<file path="config.mk">
export PLATFORM = sky130hd
export DESIGN_NAME = ohc_cmd_port
export DESIGN_NICKNAME = d
export VERILOG_FILES = /design/src/rtl/ohc_pkg.sv /design/src/rtl/ohc_buf2.sv /design/src/rtl/ohc_cmd_port.sv
export VERILOG_INCLUDE_DIRS = /design/src /design/src/rtl
export SDC_FILE = /design/constraint.sdc
export NUM_CORES = 1
export LEC_CHECK = 0
export BUFFER_PORTS_ARGS = -buffer_cell sky130_fd_sc_hd__buf_2
export CAP_MARGIN = 10
export CELL_PAD_IN_SITES_DETAIL_PLACEMENT = 1
export CELL_PAD_IN_SITES_GLOBAL_PLACEMENT = 1
export CORE_ASPECT_RATIO = 1.5
export CORE_MARGIN = 3
export CORE_UTILIZATION = 43
export DETAILED_ROUTE_END_ITERATION = 7
export PLACE_DENSITY = 0.84
export SETUP_SLACK_MARGIN = 0.05
export SLEW_MARGIN = 40
export SYNTH_ARGS = -nofsm -noshare
export SYNTH_HDL_FRONTEND = slang
export SYNTH_SLANG_ARGS = --single-unit
</file>
<file path="constraint.sdc">
create_clock -name clk_sys -period 2.1 [get_ports clk_sys]
set_input_delay 0.105 -clock clk_sys [delete_from_list [all_inputs] [get_ports clk_sys]]
set_output_delay 0.105 -clock clk_sys [all_outputs]
set_load 0.05 [all_outputs]
</file>
<file path="src/rtl/ohc_params.svh">
`ifndef OHC_PARAMS_SVH
`define OHC_PARAMS_SVH

// Opcodes decoded by the command port
`define OHC_OP_COL 8'h15
`define OHC_OP_ROW 8'h75
`define OHC_OP_CONTRAST 8'h81
`define OHC_OP_RSV_LO 8'h84
`define OHC_OP_RSV_HI 8'h86
`define OHC_OP_REMAP 8'hA0

// Reset values of decoded settings, then the last column used for reversed order
`define OHC_COL_START_RST 6'h00
`define OHC_COL_END_RST 6'h3F
`define OHC_ROW_START_RST 7'h00
`define OHC_ROW_END_RST 7'h7F
`define OHC_CONTRAST_RST 8'h7F
`define OHC_REMAP_RST 8'h00
`define OHC_COL_MAX 6'h3F

// Writable re-map bits; 3, 5 and 7 stay zero
`define OHC_REMAP_MASK 8'h57
`define OHC_RM_COL 0
`define OHC_RM_NIB 1
`define OHC_RM_VERT 2
`define OHC_RM_COM 4
`define OHC_RM_SPLIT 6

// Positions in the synchronised pin vector
`define OHC_PIN_RD 8
`define OHC_PIN_WR 9
`define OHC_PIN_DC 10
`define OHC_PIN_CS 11
`define OHC_PIN_HRST 12
`define OHC_PIN_MODE_LO 13
`define OHC_PIN_W 15

// Serial bit counts
`define OHC_BIT_LAST 4'h7
`define OHC_BIT_ACK 4'h8
`define OHC_BIT_REL 4'h9

// Edge count before the mode register holds the real strap
`define OHC_STRAP_SETTLE 2'h3

// Upper six bits of the two-wire slave address, value arbitrary
`define OHC_I2C_ADDR_HI 6'h2A

// Buffered word: data, column, row
`define OHC_PIX_W 21

`endif

</file>
<file path="src/rtl/ohc_pkg.sv">
package ohc_pkg;

	// Host link selected by the build straps
	typedef enum logic [1:0] {
		OHC_L8080,
		OHC_L6800,
		OHC_LSPI,
		OHC_LI2C
	} ohc_link_t;

	// Command decoder
	typedef enum logic [1:0] {
		OHC_S_OP,
		OHC_S_P1,
		OHC_S_P2
	} ohc_cmd_st_t;

	// Two-wire receiver
	typedef enum logic [1:0] {
		OHC_I_IDLE,
		OHC_I_ADDR,
		OHC_I_CTL,
		OHC_I_PAY
	} ohc_i2c_st_t;

endpackage

</file>
<file path="src/rtl/ohc_buf2.sv">
`timescale 1ns/1ps

// Two-entry skid buffer; output word sits directly in a flip-flop
module ohc_buf2 #(
	parameter int W = 21
) (
	input wire logic clk_sys,
	input wire logic rst_n,
	input wire logic clk_en,
	input wire logic flush,
	input wire logic in_valid,
	output logic in_ready,
	input wire logic [W-1:0] in_data,
	output logic out_valid,
	input wire logic out_ready,
	output logic [W-1:0] out_data
);

	logic ov_r, ov_nxt, sv_r, sv_nxt;
	logic [W-1:0] od_r, od_nxt, sd_r, sd_nxt;

	// Skid entry full means the filler must wait
	assign in_ready = !sv_r;
	assign out_valid = ov_r;
	assign out_data = od_r;

	// Next state of both entries
	always_comb begin
		ov_nxt = ov_r;
		od_nxt = od_r;
		sv_nxt = sv_r;
		sd_nxt = sd_r;
		if (!ov_r || out_ready) begin
			if (sv_r) begin
				ov_nxt = 1'b1;
				od_nxt = sd_r;
				sv_nxt = 1'b0;
			end else begin
				ov_nxt = in_valid;
				od_nxt = in_data;
			end
		end else if (in_valid && !sv_r) begin
			sv_nxt = 1'b1;
			sd_nxt = in_data;
		end
		if (flush) begin
			ov_nxt = 1'b0;
			sv_nxt = 1'b0;
		end
	end

	// Registers, frozen while the enable is low
	always_ff @(posedge clk_sys or negedge rst_n) begin
		if (!rst_n) begin
			ov_r <= 1'b0;
			sv_r <= 1'b0;
			od_r <= '0;
			sd_r <= '0;
		end else if (clk_en) begin
			ov_r <= ov_nxt;
			sv_r <= sv_nxt;
			od_r <= od_nxt;
			sd_r <= sd_nxt;
		end
	end

endmodule // ohc_buf2

</file>
<file path="src/rtl/ohc_cmd_port.sv">
// Notes on behaviour
// [RQ1] Select line high routes a byte to display data, low to the decoder.
// [RQ2] Strap code zero picks 8080 parallel; others pick 6800, serial or two-wire.
// [RQ3] 8080 mode: byte on write strobe rising edge, chip select low.
// [RQ4] Serial mode: data on line 1, clock on line 0, eight bits a byte.
// [RQ5] Two-wire mode: clock line 0, data in line 1, out line 2, select sets address bit.
// [RQ6] Host sends commands and parameters as writes only.
// [RQ7] Opcode 15h sets six-bit column start and end; reset 00h and 3Fh.
// [RQ8] Opcode 75h sets seven-bit row start and end; reset 00h and 7Fh.
// [RQ9] Opcode 81h sets contrast 0 to 255; resets to 7Fh.
// [RQ10] Opcodes 84h to 86h are accepted and change nothing.
// [RQ11] Re-map bit 0 reverses column order into display RAM.
// [RQ12] Re-map bit 1 swaps the two pixel nibbles of each byte.
// [RQ13] Re-map bit 2 clear advances columns first, set advances rows first.
// [RQ14] Re-map bit 4 reverses common scan; bits 3, 5, 7 stay zero.
// [RQ15] Re-map bit 6 enables odd/even common split.
// [RQ16] Parameters follow their opcode at once, select line low, in order.
// [RQ17] Each data byte advances the pointer inside the window, wrapping to start; a byte dropped while link_busy and the skid entry is full does not.
// [RQ18] Hardware reset pin low restores all settings and drops partial commands.
`timescale 1ns/1ps
`include "ohc_params.svh"

module ohc_cmd_port (
	input wire logic clk_sys,
	input wire logic rst_n,
	input wire logic clk_en,
	input wire logic [1:0] link_strap,
	input wire logic hard_reset_n,
	input wire logic cs_n,
	input wire logic dc_sel,
	input wire logic wr_n,
	input wire logic rd_n,
	input wire logic [7:0] data_in,
	output logic sda_out,
	output logic sda_oe,
	output logic [5:0] col_start,
	output logic [5:0] col_end,
	output logic [6:0] row_start,
	output logic [6:0] row_end,
	output logic [7:0] contrast,
	output logic [7:0] remap,
	output logic link_busy,
	output logic pixel_valid,
	input wire logic pixel_ready,
	output logic [7:0] pixel_data,
	output logic [5:0] pixel_col,
	output logic [6:0] pixel_row
);

	////////////////////////////////////////////////////////////////////
	// Pin synchronisers

	logic [`OHC_PIN_W-1:0] pin_raw, s1_r, s2_r;
	assign pin_raw = {link_strap, hard_reset_n, cs_n, dc_sel, wr_n, rd_n, data_in};

	// Two flops on every pin; only s2 feeds logic
	genvar gi;
	generate
		for (gi = 0; gi < `OHC_PIN_W; gi++) begin : g_sync
			always_ff @(posedge clk_sys or negedge rst_n) begin
				if (!rst_n) begin
					s1_r[gi] <= 1'b1;
					s2_r[gi] <= 1'b1;
				end else if (clk_en) begin
					s1_r[gi] <= pin_raw[gi];
					s2_r[gi] <= s1_r[gi];
				end
			end
		end
	endgenerate

	logic hard_rst, p_cs_n, p_dc, p_wr, p_rd, p_d0, p_d1;
	assign hard_rst = !s2_r[`OHC_PIN_HRST];
	assign p_cs_n = s2_r[`OHC_PIN_CS];
	assign p_dc = s2_r[`OHC_PIN_DC];
	assign p_wr = s2_r[`OHC_PIN_WR];
	assign p_rd = s2_r[`OHC_PIN_RD];
	assign p_d0 = s2_r[0];
	assign p_d1 = s2_r[1];

	////////////////////////////////////////////////////////////////////
	// Link receiver: turns any of the four links into byte strobes

	ohc_pkg::ohc_link_t mode_r, mode_nxt;
	ohc_pkg::ohc_i2c_st_t ist_r, ist_nxt;
	logic [1:0] mode_ok_r, mode_ok_nxt;
	logic wr_q_r, wr_q_nxt, rd_q_r, rd_q_nxt, d0_q_r, d0_q_nxt, d1_q_r, d1_q_nxt;
	logic [7:0] lat_r, lat_nxt, sh_r, sh_nxt, byte_r, byte_nxt;
	logic ldc_r, ldc_nxt, bdc_r, bdc_nxt, stb_r, stb_nxt;
	logic [3:0] cnt_r, cnt_nxt;
	logic co_r, co_nxt, idc_r, idc_nxt, oe_r, oe_nxt;
	logic [7:0] sh_in;
	logic scl_rise, scl_fall, i2c_start, i2c_stop;

	assign sh_in = {sh_r[6:0], p_d1};
	assign scl_rise = p_d0 && !d0_q_r;
	assign scl_fall = !p_d0 && d0_q_r;
	assign i2c_start = p_d0 && d0_q_r && d1_q_r && !p_d1;
	assign i2c_stop = p_d0 && d0_q_r && !d1_q_r && p_d1;

	// Strobe data is latched while the strobe is active, since its short
	// hold time would otherwise be gone once the edge clears the synchroniser
	always_comb begin
		mode_nxt = mode_r;
		mode_ok_nxt = mode_ok_r;
		wr_q_nxt = p_wr;
		rd_q_nxt = p_rd;
		d0_q_nxt = p_d0;
		d1_q_nxt = p_d1;
		lat_nxt = lat_r;
		ldc_nxt = ldc_r;
		sh_nxt = sh_r;
		cnt_nxt = cnt_r;
		byte_nxt = byte_r;
		bdc_nxt = bdc_r;
		stb_nxt = 1'b0;
		ist_nxt = ist_r;
		co_nxt = co_r;
		idc_nxt = idc_r;
		oe_nxt = oe_r;
		// Straps re-read until the synchronisers carry them, then frozen;
		// earlier edges would still see the synchroniser reset value
		if (mode_ok_r != `OHC_STRAP_SETTLE) begin
			mode_ok_nxt = mode_ok_r + 2'h1;
			case (s2_r[`OHC_PIN_W-1:`OHC_PIN_MODE_LO])
				2'b01: mode_nxt = ohc_pkg::OHC_L6800;
				2'b10: mode_nxt = ohc_pkg::OHC_LSPI;
				2'b11: mode_nxt = ohc_pkg::OHC_LI2C;
				default: mode_nxt = ohc_pkg::OHC_L8080; // [RQ2]
			endcase
		end
		case (mode_r)
			ohc_pkg::OHC_L8080: begin
				if (!p_cs_n && !p_wr) begin
					lat_nxt = s2_r[7:0];
					ldc_nxt = p_dc;
				end
				if (!p_cs_n && p_wr && !wr_q_r && p_rd) begin // [RQ3]
					stb_nxt = 1'b1;
					byte_nxt = lat_r;
					bdc_nxt = ldc_r;
				end
			end
			ohc_pkg::OHC_L6800: begin
				// Enable on the read pin, direction on the write pin
				if (!p_cs_n && p_rd) begin
					lat_nxt = s2_r[7:0];
					ldc_nxt = p_dc;
				end
				if (!p_cs_n && !p_rd && rd_q_r && !p_wr) begin // [RQ6]
					stb_nxt = 1'b1;
					byte_nxt = lat_r;
					bdc_nxt = ldc_r;
				end
			end
			ohc_pkg::OHC_LSPI: begin
				if (p_cs_n) begin
					cnt_nxt = 4'h0;
				end else if (scl_rise) begin // [RQ4]
					sh_nxt = sh_in;
					cnt_nxt = cnt_r + 4'h1;
					if (cnt_r == `OHC_BIT_LAST) begin
						stb_nxt = 1'b1;
						byte_nxt = sh_in;
						bdc_nxt = p_dc;
						cnt_nxt = 4'h0;
					end
				end
			end
			default: begin
				if (i2c_start) begin
					ist_nxt = ohc_pkg::OHC_I_ADDR;
					cnt_nxt = 4'h0;
					oe_nxt = 1'b0;
				end else if (i2c_stop) begin
					ist_nxt = ohc_pkg::OHC_I_IDLE;
					oe_nxt = 1'b0;
				end else if (ist_r != ohc_pkg::OHC_I_IDLE) begin
					if (scl_rise && cnt_r < `OHC_BIT_ACK) begin
						sh_nxt = sh_in;
						cnt_nxt = cnt_r + 4'h1;
					end else if (scl_fall && cnt_r == `OHC_BIT_ACK) begin
						// Acknowledge is driven for the ninth clock
						oe_nxt = 1'b1;
						cnt_nxt = `OHC_BIT_REL;
						case (ist_r)
							ohc_pkg::OHC_I_ADDR: begin
								// Select pin is the low address bit here
								if (sh_r[7:1] == {`OHC_I2C_ADDR_HI, p_dc} && !sh_r[0]) begin // [RQ5]
									ist_nxt = ohc_pkg::OHC_I_CTL;
								end else begin
									ist_nxt = ohc_pkg::OHC_I_IDLE;
									oe_nxt = 1'b0;
								end
							end
							ohc_pkg::OHC_I_CTL: begin
								co_nxt = sh_r[7];
								idc_nxt = sh_r[6];
								ist_nxt = ohc_pkg::OHC_I_PAY;
							end
							default: begin
								stb_nxt = 1'b1;
								byte_nxt = sh_r;
								bdc_nxt = idc_r;
								ist_nxt = co_r ? ohc_pkg::OHC_I_CTL : ohc_pkg::OHC_I_PAY;
							end
						endcase
					end else if (scl_fall && cnt_r == `OHC_BIT_REL) begin
						oe_nxt = 1'b0;
						cnt_nxt = 4'h0;
					end
				end
			end
		endcase
		if (hard_rst) begin // [RQ18]
			stb_nxt = 1'b0;
			cnt_nxt = 4'h0;
			ist_nxt = ohc_pkg::OHC_I_IDLE;
			oe_nxt = 1'b0;
		end
	end

	// Link registers
	always_ff @(posedge clk_sys or negedge rst_n) begin
		if (!rst_n) begin
			mode_r <= ohc_pkg::OHC_L8080;
			mode_ok_r <= 2'h0;
			wr_q_r <= 1'b1;
			rd_q_r <= 1'b1;
			d0_q_r <= 1'b1;
			d1_q_r <= 1'b1;
			lat_r <= 8'h00;
			ldc_r <= 1'b0;
			sh_r <= 8'h00;
			cnt_r <= 4'h0;
			byte_r <= 8'h00;
			bdc_r <= 1'b0;
			stb_r <= 1'b0;
			ist_r <= ohc_pkg::OHC_I_IDLE;
			co_r <= 1'b0;
			idc_r <= 1'b0;
			oe_r <= 1'b0;
		end else if (clk_en) begin
			mode_r <= mode_nxt;
			mode_ok_r <= mode_ok_nxt;
			wr_q_r <= wr_q_nxt;
			rd_q_r <= rd_q_nxt;
			d0_q_r <= d0_q_nxt;
			d1_q_r <= d1_q_nxt;
			lat_r <= lat_nxt;
			ldc_r <= ldc_nxt;
			sh_r <= sh_nxt;
			cnt_r <= cnt_nxt;
			byte_r <= byte_nxt;
			bdc_r <= bdc_nxt;
			stb_r <= stb_nxt;
			ist_r <= ist_nxt;
			co_r <= co_nxt;
			idc_r <= idc_nxt;
			oe_r <= oe_nxt;
		end
	end

	assign sda_oe = oe_r;
	assign sda_out = 1'b0; // Open drain: only ever pulls low

	////////////////////////////////////////////////////////////////////
	// Command decoder and display RAM pointer

	ohc_pkg::ohc_cmd_st_t st_r, st_nxt;
	logic [7:0] op_r, op_nxt, con_r, con_nxt, rm_r, rm_nxt;
	logic [5:0] cs_r, cs_nxt, ce_r, ce_nxt, pc_r, pc_nxt;
	logic [6:0] rs_r, rs_nxt, re_r, re_nxt, pr_r, pr_nxt, ts_r, ts_nxt;
	logic pv_r, pv_nxt;
	logic [`OHC_PIX_W-1:0] pd_r, pd_nxt;
	logic buf_ready;

	// Opcodes that take parameter bytes
	function automatic logic takes_param(input logic [7:0] op);
		takes_param = (op == `OHC_OP_COL) || (op == `OHC_OP_ROW) ||
			(op == `OHC_OP_CONTRAST) || (op == `OHC_OP_REMAP);
	endfunction

	always_comb begin
		st_nxt = st_r;
		op_nxt = op_r;
		con_nxt = con_r;
		rm_nxt = rm_r;
		cs_nxt = cs_r;
		ce_nxt = ce_r;
		rs_nxt = rs_r;
		re_nxt = re_r;
		pc_nxt = pc_r;
		pr_nxt = pr_r;
		ts_nxt = ts_r;
		pv_nxt = pv_r;
		pd_nxt = pd_r;
		if (pv_r && buf_ready) begin
			pv_nxt = 1'b0;
		end
		if (stb_r && !bdc_r) begin // [RQ1]
			case (st_r)
				ohc_pkg::OHC_S_P1: begin // [RQ16]
					st_nxt = ohc_pkg::OHC_S_P2;
					case (op_r)
						// Start held aside so a cut command leaves the window whole
						`OHC_OP_COL: ts_nxt = {1'b0, byte_r[5:0]}; // [RQ7]
						`OHC_OP_ROW: ts_nxt = byte_r[6:0]; // [RQ8]
						`OHC_OP_CONTRAST: begin
							con_nxt = byte_r; // [RQ9]
							st_nxt = ohc_pkg::OHC_S_OP;
						end
						default: begin
							rm_nxt = byte_r & `OHC_REMAP_MASK; // [RQ14] [RQ15]
							st_nxt = ohc_pkg::OHC_S_OP;
						end
					endcase
				end
				ohc_pkg::OHC_S_P2: begin
					st_nxt = ohc_pkg::OHC_S_OP;
					if (op_r == `OHC_OP_COL) begin
						cs_nxt = ts_r[5:0];
						ce_nxt = byte_r[5:0]; // [RQ7]
						pc_nxt = ts_r[5:0];
					end else begin
						rs_nxt = ts_r;
						re_nxt = byte_r[6:0]; // [RQ8]
						pr_nxt = ts_r;
					end
				end
				default: begin
					// Reserved and unknown opcodes fall through untouched
					op_nxt = byte_r;
					if (takes_param(byte_r)) begin // [RQ10]
						st_nxt = ohc_pkg::OHC_S_P1;
					end
				end
			endcase
		end else if (stb_r && !(pv_r && !buf_ready)) begin
			// A data byte abandons any half-received command
			st_nxt = ohc_pkg::OHC_S_OP;
			pv_nxt = 1'b1;
			pd_nxt[20:13] = rm_r[`OHC_RM_NIB] ? {byte_r[3:0], byte_r[7:4]} : byte_r; // [RQ12]
			pd_nxt[12:7] = rm_r[`OHC_RM_COL] ? `OHC_COL_MAX - pc_r : pc_r; // [RQ11]
			pd_nxt[6:0] = pr_r;
			if (!rm_r[`OHC_RM_VERT]) begin // [RQ13]
				pc_nxt = (pc_r == ce_r) ? cs_r : pc_r + 6'h01; // [RQ17]
				if (pc_r == ce_r) begin
					pr_nxt = (pr_r == re_r) ? rs_r : pr_r + 7'h01;
				end
			end else begin
				pr_nxt = (pr_r == re_r) ? rs_r : pr_r + 7'h01; // [RQ17]
				if (pr_r == re_r) begin
					pc_nxt = (pc_r == ce_r) ? cs_r : pc_r + 6'h01;
				end
			end
		end
		if (hard_rst) begin // [RQ18]
			st_nxt = ohc_pkg::OHC_S_OP;
			con_nxt = `OHC_CONTRAST_RST;
			rm_nxt = `OHC_REMAP_RST;
			cs_nxt = `OHC_COL_START_RST;
			ce_nxt = `OHC_COL_END_RST;
			rs_nxt = `OHC_ROW_START_RST;
			re_nxt = `OHC_ROW_END_RST;
			pc_nxt = `OHC_COL_START_RST;
			pr_nxt = `OHC_ROW_START_RST;
			pv_nxt = 1'b0;
		end
	end

	// Decoder registers
	always_ff @(posedge clk_sys or negedge rst_n) begin
		if (!rst_n) begin
			st_r <= ohc_pkg::OHC_S_OP;
			op_r <= 8'h00;
			con_r <= `OHC_CONTRAST_RST;
			rm_r <= `OHC_REMAP_RST;
			cs_r <= `OHC_COL_START_RST;
			ce_r <= `OHC_COL_END_RST;
			rs_r <= `OHC_ROW_START_RST;
			re_r <= `OHC_ROW_END_RST;
			pc_r <= `OHC_COL_START_RST;
			pr_r <= `OHC_ROW_START_RST;
			ts_r <= 7'h00;
			pv_r <= 1'b0;
			pd_r <= '0;
		end else if (clk_en) begin
			st_r <= st_nxt;
			op_r <= op_nxt;
			con_r <= con_nxt;
			rm_r <= rm_nxt;
			cs_r <= cs_nxt;
			ce_r <= ce_nxt;
			rs_r <= rs_nxt;
			re_r <= re_nxt;
			pc_r <= pc_nxt;
			pr_r <= pr_nxt;
			ts_r <= ts_nxt;
			pv_r <= pv_nxt;
			pd_r <= pd_nxt;
		end
	end

	assign col_start = cs_r;
	assign col_end = ce_r;
	assign row_start = rs_r;
	assign row_end = re_r;
	assign contrast = con_r;
	assign remap = rm_r;
	// Staging word still waiting: a further data byte now would be dropped if the skid entry is also full
	assign link_busy = pv_r;

	////////////////////////////////////////////////////////////////////
	// Output buffer toward display RAM

	logic [`OHC_PIX_W-1:0] buf_out;

	ohc_buf2 #(.W(`OHC_PIX_W)) u_buf (
		.clk_sys(clk_sys),
		.rst_n(rst_n),
		.clk_en(clk_en),
		.flush(hard_rst),
		.in_valid(pv_r),
		.in_ready(buf_ready),
		.in_data(pd_r),
		.out_valid(pixel_valid),
		.out_ready(pixel_ready),
		.out_data(buf_out)
	);

	assign pixel_data = buf_out[20:13];
	assign pixel_col = buf_out[12:7];
	assign pixel_row = buf_out[6:0];

endmodule // ohc_cmd_port

</file>
-- Yosys cells after proc, flatten, opt, wreduce, memory -nomap -nowiden
Cells that the tools add are included.
- muxes and demuxes: 138
- bitwise operators: 8
- reductions and logical operators: 76
- magnitude comparators: 1
- add/subtract/negate cells: 5
- equality and inequality tests: 62
- operators by type and width (kind ; count):
    8-bit 2-to-1 mux ; 28
    7-bit 2-to-1 mux ; 14
    6-bit 2-to-1 mux ; 15
    1-bit 2-to-1 mux ; 46
    4-bit 2-to-1 mux ; 10
    4-bit by 1-bit inequality test with 1-bit output (second input constant) ; 8
    8-bit one-hot mux with 2 select lines ; 2
    2-bit 2-to-1 mux ; 13
    8-bit == test (second input constant) ; 3
    2-bit inequality test (second input constant) ; 12
    8-bit one-hot mux with 3 select lines ; 1
    4-bit AND reduction ; 6
    1-bit logical AND ; 23
    21-bit 2-to-1 mux ; 1
    5-bit AND reduction ; 4
    8-bit by 5-bit == test with 1-bit output (second input constant) ; 2
    8-bit by 7-bit == test with 1-bit output (second input constant) ; 2
    2-bit by 1-bit inequality test with 1-bit output (second input constant) ; 8
    8-bit AND reduction ; 2
    7-bit == test ; 2
    7-bit one-hot mux with 2 select lines ; 1
    1-bit zero test ; 13
    12-bit AND reduction ; 1
    3-bit AND reduction ; 4
    34 further kinds ; 69
- flip-flop bits (word level): 212

-- Logic depth before layout (Yosys ltp)
- depth in word-level cells: 11
- depth in mapped cells: 8
- mapped depth without buffers: 7

-- Cells and area by module
From an unflattened synthesis, not the netlist that was laid out.
- cell total of the unflattened synthesis: 885
- area total of the unflattened synthesis: 9912.0 µm²
- modules (own cells, without submodules) (module ; cells an instance ; instances ; area an instance (µm²)):
    ohc_cmd_port ; 735 ; 1 ; 8002.7
    ohc_buf2 ; 150 ; 1 ; 1909.3

-- Least setup slack after synthesis
No wires, ideal clock.
- path type: reg-to-reg
- from: reg op_r[5]
- to: reg cs_r[0] (netlist: col_start[0])
- clock period less this slack: 2155 ps
- data required time: 1963 ps
- cell stages (with the launch flop): 8
- path slack: -55 ps
- data arrival time: 2017 ps
- library setup time: 137 ps
- cells stage by stage: dfrtp_1 > or4b_1 > buf_2 > or4_4 > buf_6 > buf_12 > mux2i_1 > o22ai_1
- cells in the longest elaborated chain, start to end: 3
- ends and longest elaborated chain (element ; line ; RTL):
    start: declaration ; ohc_cmd_port.sv:271 ; logic [7:0] op_r, op_nxt, con_r, con_nxt, rm_r, rm_nxt;
    start signal: assignment ; ohc_cmd_port.sv:390 ; op_r <= op_nxt;
    8-bit by 5-bit == test with 1-bit output ; -- ;
    2-bit by 1-bit inequality test with 1-bit output (no line) ; -- ;
    4-bit AND reduction (no line) ; -- ;
    end signal: assignment ; ohc_cmd_port.sv:379 ; cs_r <= `OHC_COL_START_RST;
    end signal: assignment ; ohc_cmd_port.sv:393 ; cs_r <= cs_nxt;
    end: declaration ; ohc_cmd_port.sv:272 ; logic [5:0] cs_r, cs_nxt, ce_r, ce_nxt, pc_r, pc_nxt;
Every way passes these cells.
A chain may end at the register's enable or synchronous reset.

-- Worst setup path in the final report
- from: reg d0_q_r
- to: reg bdc_r
- cells in the longest elaborated chain, start to end: 5
- ends and longest elaborated chain (element ; line ; RTL):
    start: declaration ; ohc_cmd_port.sv:87 ; logic wr_q_r, wr_q_nxt, rd_q_r, rd_q_nxt, d0_q_r, d0_q_nxt, d1_q_r, d1_q_nxt;
    start signal: assignment ; ohc_cmd_port.sv:248 ; d0_q_r <= d0_q_nxt;
    1-bit zero test or 1-bit logical AND (tied branches) ; ohc_cmd_port.sv:96, ohc_cmd_port.sv:98, ohc_cmd_port.sv:99 ;
    1-bit logical AND (on tied branches) ; ohc_cmd_port.sv:96, ohc_cmd_port.sv:98, ohc_cmd_port.sv:99 ;
    1-bit logical AND (on tied branches) ; -- ;
    4-bit by 1-bit inequality test with 1-bit output (no line) ; -- ;
    12-bit AND reduction (no line) * ; -- ;
    end signal: assignment ; ohc_cmd_port.sv:255 ; bdc_r <= bdc_nxt;
    end: declaration ; ohc_cmd_port.sv:89 ; logic ldc_r, ldc_nxt, bdc_r, bdc_nxt, stb_r, stb_nxt;
Mark *: on every way between the ends. The rest lies on a longest branch, timed or not.

==> metrics.md <==
| Metric | Value |
|---|---|
| Pwr dens | `1050 nW/um^2` |
| Clock transition at path regs | `0.06 ns` |
| Non-Filler Instances | `1373` |
| Initial Utilization | `0.439` |
| Finished Core Util | `0.529` |
| Switching Share | `0.341` |
| Maximum number of buffers from clock root to sink | `3` |
| Max-slew violations | `0` |
| Clock share of power | `0.286` |
| Worst path required time | `2.47 ns` |
| First-pass GRT wire length | `44500 um` |
| Worst IR drop on VDD | `0.769 mV` |
| Die area | `25400 sq um` |
| Die Span X | `131 um` |
| Worst Hold Depth | `2` |
| DRT Wirelength | `27200 um` |
| Pleak | `5.38 nW` |
| Synth cell types | `71` |
| Post-DP HPWL | `19600 um` |
| Overflow after GRT | `0` |
| Core area | `23100 sq um` |
| Antenna Nets Post-Route | `0` |
| RSZ-0062 raised after global routing | `yes` |
| FF-to-FF setup slack | `0.01 ns` |
| Number of flops mapped to enable cells by yosys | `0` |
| CTS root buf | `clkbuf_16` |
| Hold path startpoint | `clk_en` |
| Crit Path Category | `reg2reg` |
| Antenna violations before repair | `0` |
| Layout cell share with drive strength beyond 1 | `0.353` |
| Vias in the first global route | `8476` |
| Largest net degree at the start of global routing | `77` |
| Die H | `194 um` |
| Max Cap Viol | `0` |
| Clk_lat worst skew | `0.50 ns` |
| HP Class | `in2reg` |
| Switch Pwr | `4.39 mW` |
| Via count | `7542` |
| Yosys top cell area share | `0.384` |
| TritonRoute pass-1 iters | `4` |
| Synth cell count leaders | `155 x dfrtp_1, 102 x mux2_2, 70 x nand2_1, 56 x mux2i_1, 55 x o21ai_0` |
| DP Cell Count | `1318` |
| Skew final | `0.0164 ns` |
| R2r worst-path depth | `6` |
| Remaining DRCs | `0` |
| Largest family of logic cells by synthesized area | `multiplexers` |
| Top-count cell post-synth | `dfrtp_1` |
| Synth Area in Simple Gates | `0.108` |
| Std cell rows | `68` |
| Post-place setup slack | `-0.0755 ns` |
| Setup WS post-layout | `0.0143 ns` |
| Cts bufs inserted | `21` |
| Synth Area in Adders | `0.0136` |
| I/O pins | `86` |
| WHS | `0.105 ns` |
| Xor/xnor cell area share of the yosys netlist | `0.0277` |
| Yosys warns | `0` |
| Final hold vios | `0` |
| Synth Area in Compound Gates | `0.120` |
| Final period util | `0.993` |
| Avg Cell Area, Syn | `11.1 sq um` |
| Multiplexer area fraction after synthesis | `0.169` |
| # diodes | `0` |
| Area Growth Syn to Fin | `20.7%` |
| Sequential fraction of the synthesis area | `0.524` |
| Critical path arrival | `2.46 ns` |
| Syn Inst Count | `911` |
| Worst Tran Pin Value | `0.675 ns` |
| Startpoint types | `flop` |
| Main synth FF type | `dfrtp_1` |
| Worst flop-to-flop path endpoint | `bdc_r$_DFFE_PN0P_` |
| Period minus WS final | `2.09 ns` |
| FFs w/ async S/R, synth | `1.00` |
| Max_slew headroom | `0.550` |
| Port bufs | `81` |
| Total Routing Usage GR | `0.212` |
| Gate power share | `0.301` |
| Power share of the sequential group | `0.413` |
| Post-DR wirelength/cell | `19.8 um` |
| GP Congestion | `0.871` |
| FMAX | `479 MHz` |
| CP endpoint kind | `flop` |
| Synth Register Bits | `209` |
| Mapped Area | `10100 sq um` |
| Sink Count | `209` |
| Vias per inst | `5.49` |
| CP max FO | `10` |
| CTS tree | `yes` |
| Internal | `8.47 mW` |
| Outcome | `finished, final reports clean` |
| Worst r2r src | `d0_q_r$_DFFE_PN1P_` |
| # setup viols final | `0` |
| DR iter-0 viols | `281` |
| Worst Hold End | `u_buf.out_valid$_DFFE_PN0P_` |
| Synth area leaders | `dfrtp_1 38%, dfstp_2 14%, mux2_2 11%` |
| Max H-tree Level | `1` |
| Yosys top cell by area | `dfrtp_1` |
| Fin nets | `1074` |
## cells by family (layout without fill, tap and decap cells)
kind of cell    after synthesis  count (layout)
compound gates              191             191
xor+xnor                     32              32
fa+ha+maj                    11              11
buf+inv                      89             233
flops                       209             209
mux                         158             158
other cells                   1               4
simple gates                220             220
## cells in the final DEF (no fill, tap or decap), types with 9 or more instances in the layout
cell type,Yosys,final
ha_1,11,11
nor3_1,11,9
dlygate4sd3_1,0,16
nand4_1,11,11
dfrtp_1,155,155
clkbuf_16,0,21
nor2_1,53,53
mux2i_1,56,56
o211ai_1,15,15
o21ai_0,55,55
a31oi_1,10,10
inv_1,24,24
nand3_1,20,18
dfstp_2,54,54
buf_4,4,68
mux2_2,102,102
a21oi_1,46,45
nand2b_1,12,12
nand2_1,70,69
buf_2,5,80
xnor2_1,25,25
## per-layer routing
metal,global-route usage,part of all wire
met5,0,0
met4,0.0825,0.038
met3,0.0267,0.035
met2,0.406,0.55
met1,0.237,0.38
## final cells by class
class	count	area, sq um
fillers	2493	10900
flip-flops and latches	209	5300
multi-input cells	616	4560
repair buffers	171	1190
clock buffers	31	613
well taps	315	394
inverters	25	93.8
clock inverters	6	56.3
## critical path: stages, from the launching register on
cell,delay (ns)
dfstp_2,0.62
and4bb_2,0.30
nand2_2,0.10
o311ai_4,0.26
o2111ai_2,0.20
buf_6,0.21
mux2_2,0.27
## what timing repair did
action / in CTS / in global routing
buffers inserted: 1 / 1
setup endpoints to repair: 30 / 34
cloned: 0 / 0
gates resized for setup: 5 / 17
pin swaps: 1 / 5
hold buffers: 16 / 0
hold endpoints to repair: 61 / 0
## power groups by stage
stage / Sequential (mW) / Combinational [mW] / Clock [mW]
after floorplan: 5.64 / 2.00 / 0
after global placement: 5.31 / 3.58 / 0
after detailed placement: 5.37 / 3.72 / 0
after CTS: 5.31 / 3.80 / 3.77
after global routing: 5.41 / 4.22 / 3.92
final: 5.31 / 3.87 / 3.68
## how the worst max path moves through the flow
stage	start	endpoint	slack, ns
after detailed placement	op_r[5]$_DFFE_PN0P_	contrast[6]$_DFFE_PN1P_	-0.08
after floorplan	op_r[5]$_DFFE_PN0P_	col_start[0]$_DFFE_PN0P_	0.02
final	d0_q_r$_DFFE_PN1P_	bdc_r$_DFFE_PN0P_	0.01
after CTS	d0_q_r$_DFFE_PN1P_	byte_r[1]$_DFFE_PN0P_	0.05
after global routing	d0_q_r$_DFFE_PN1P_	bdc_r$_DFFE_PN0P_	-0.04
after global placement	op_r[5]$_DFFE_PN0P_	contrast[7]$_DFFE_PN0P_	0.05
## metrics by stage
stage	TNS [ns]	cell area (sq um)	power, mW
after floorplan	0	10100	7.63
after global placement	0	11200	8.89
after detailed placement	-0.277	11200	9.08
after CTS	0	12100	12.9
after global routing	-0.215	12200	13.6
final	0	12200	12.9
## flip-flops by register name, indices dropped and copies added (netlist names), 4 cells and up
| register | count |
|---|---|
| cnt_r | 4 |
| pc_r | 6 |
| remap | 5 |
| col_end | 6 |
| col_start | 6 |
| s1_r | 15 |
| lat_r | 8 |
| ts_r | 7 |
| u_buf.sd_r | 21 |
| op_r | 8 |
| pd_r | 21 |
| contrast | 8 |
| byte_r | 8 |
| row_start | 7 |
| sh_r | 8 |
| u_buf.out_data | 21 |
| pr_r | 7 |
| s2_r | 9 |
| row_end | 7 |
Power figures use the tool's default switching activity.
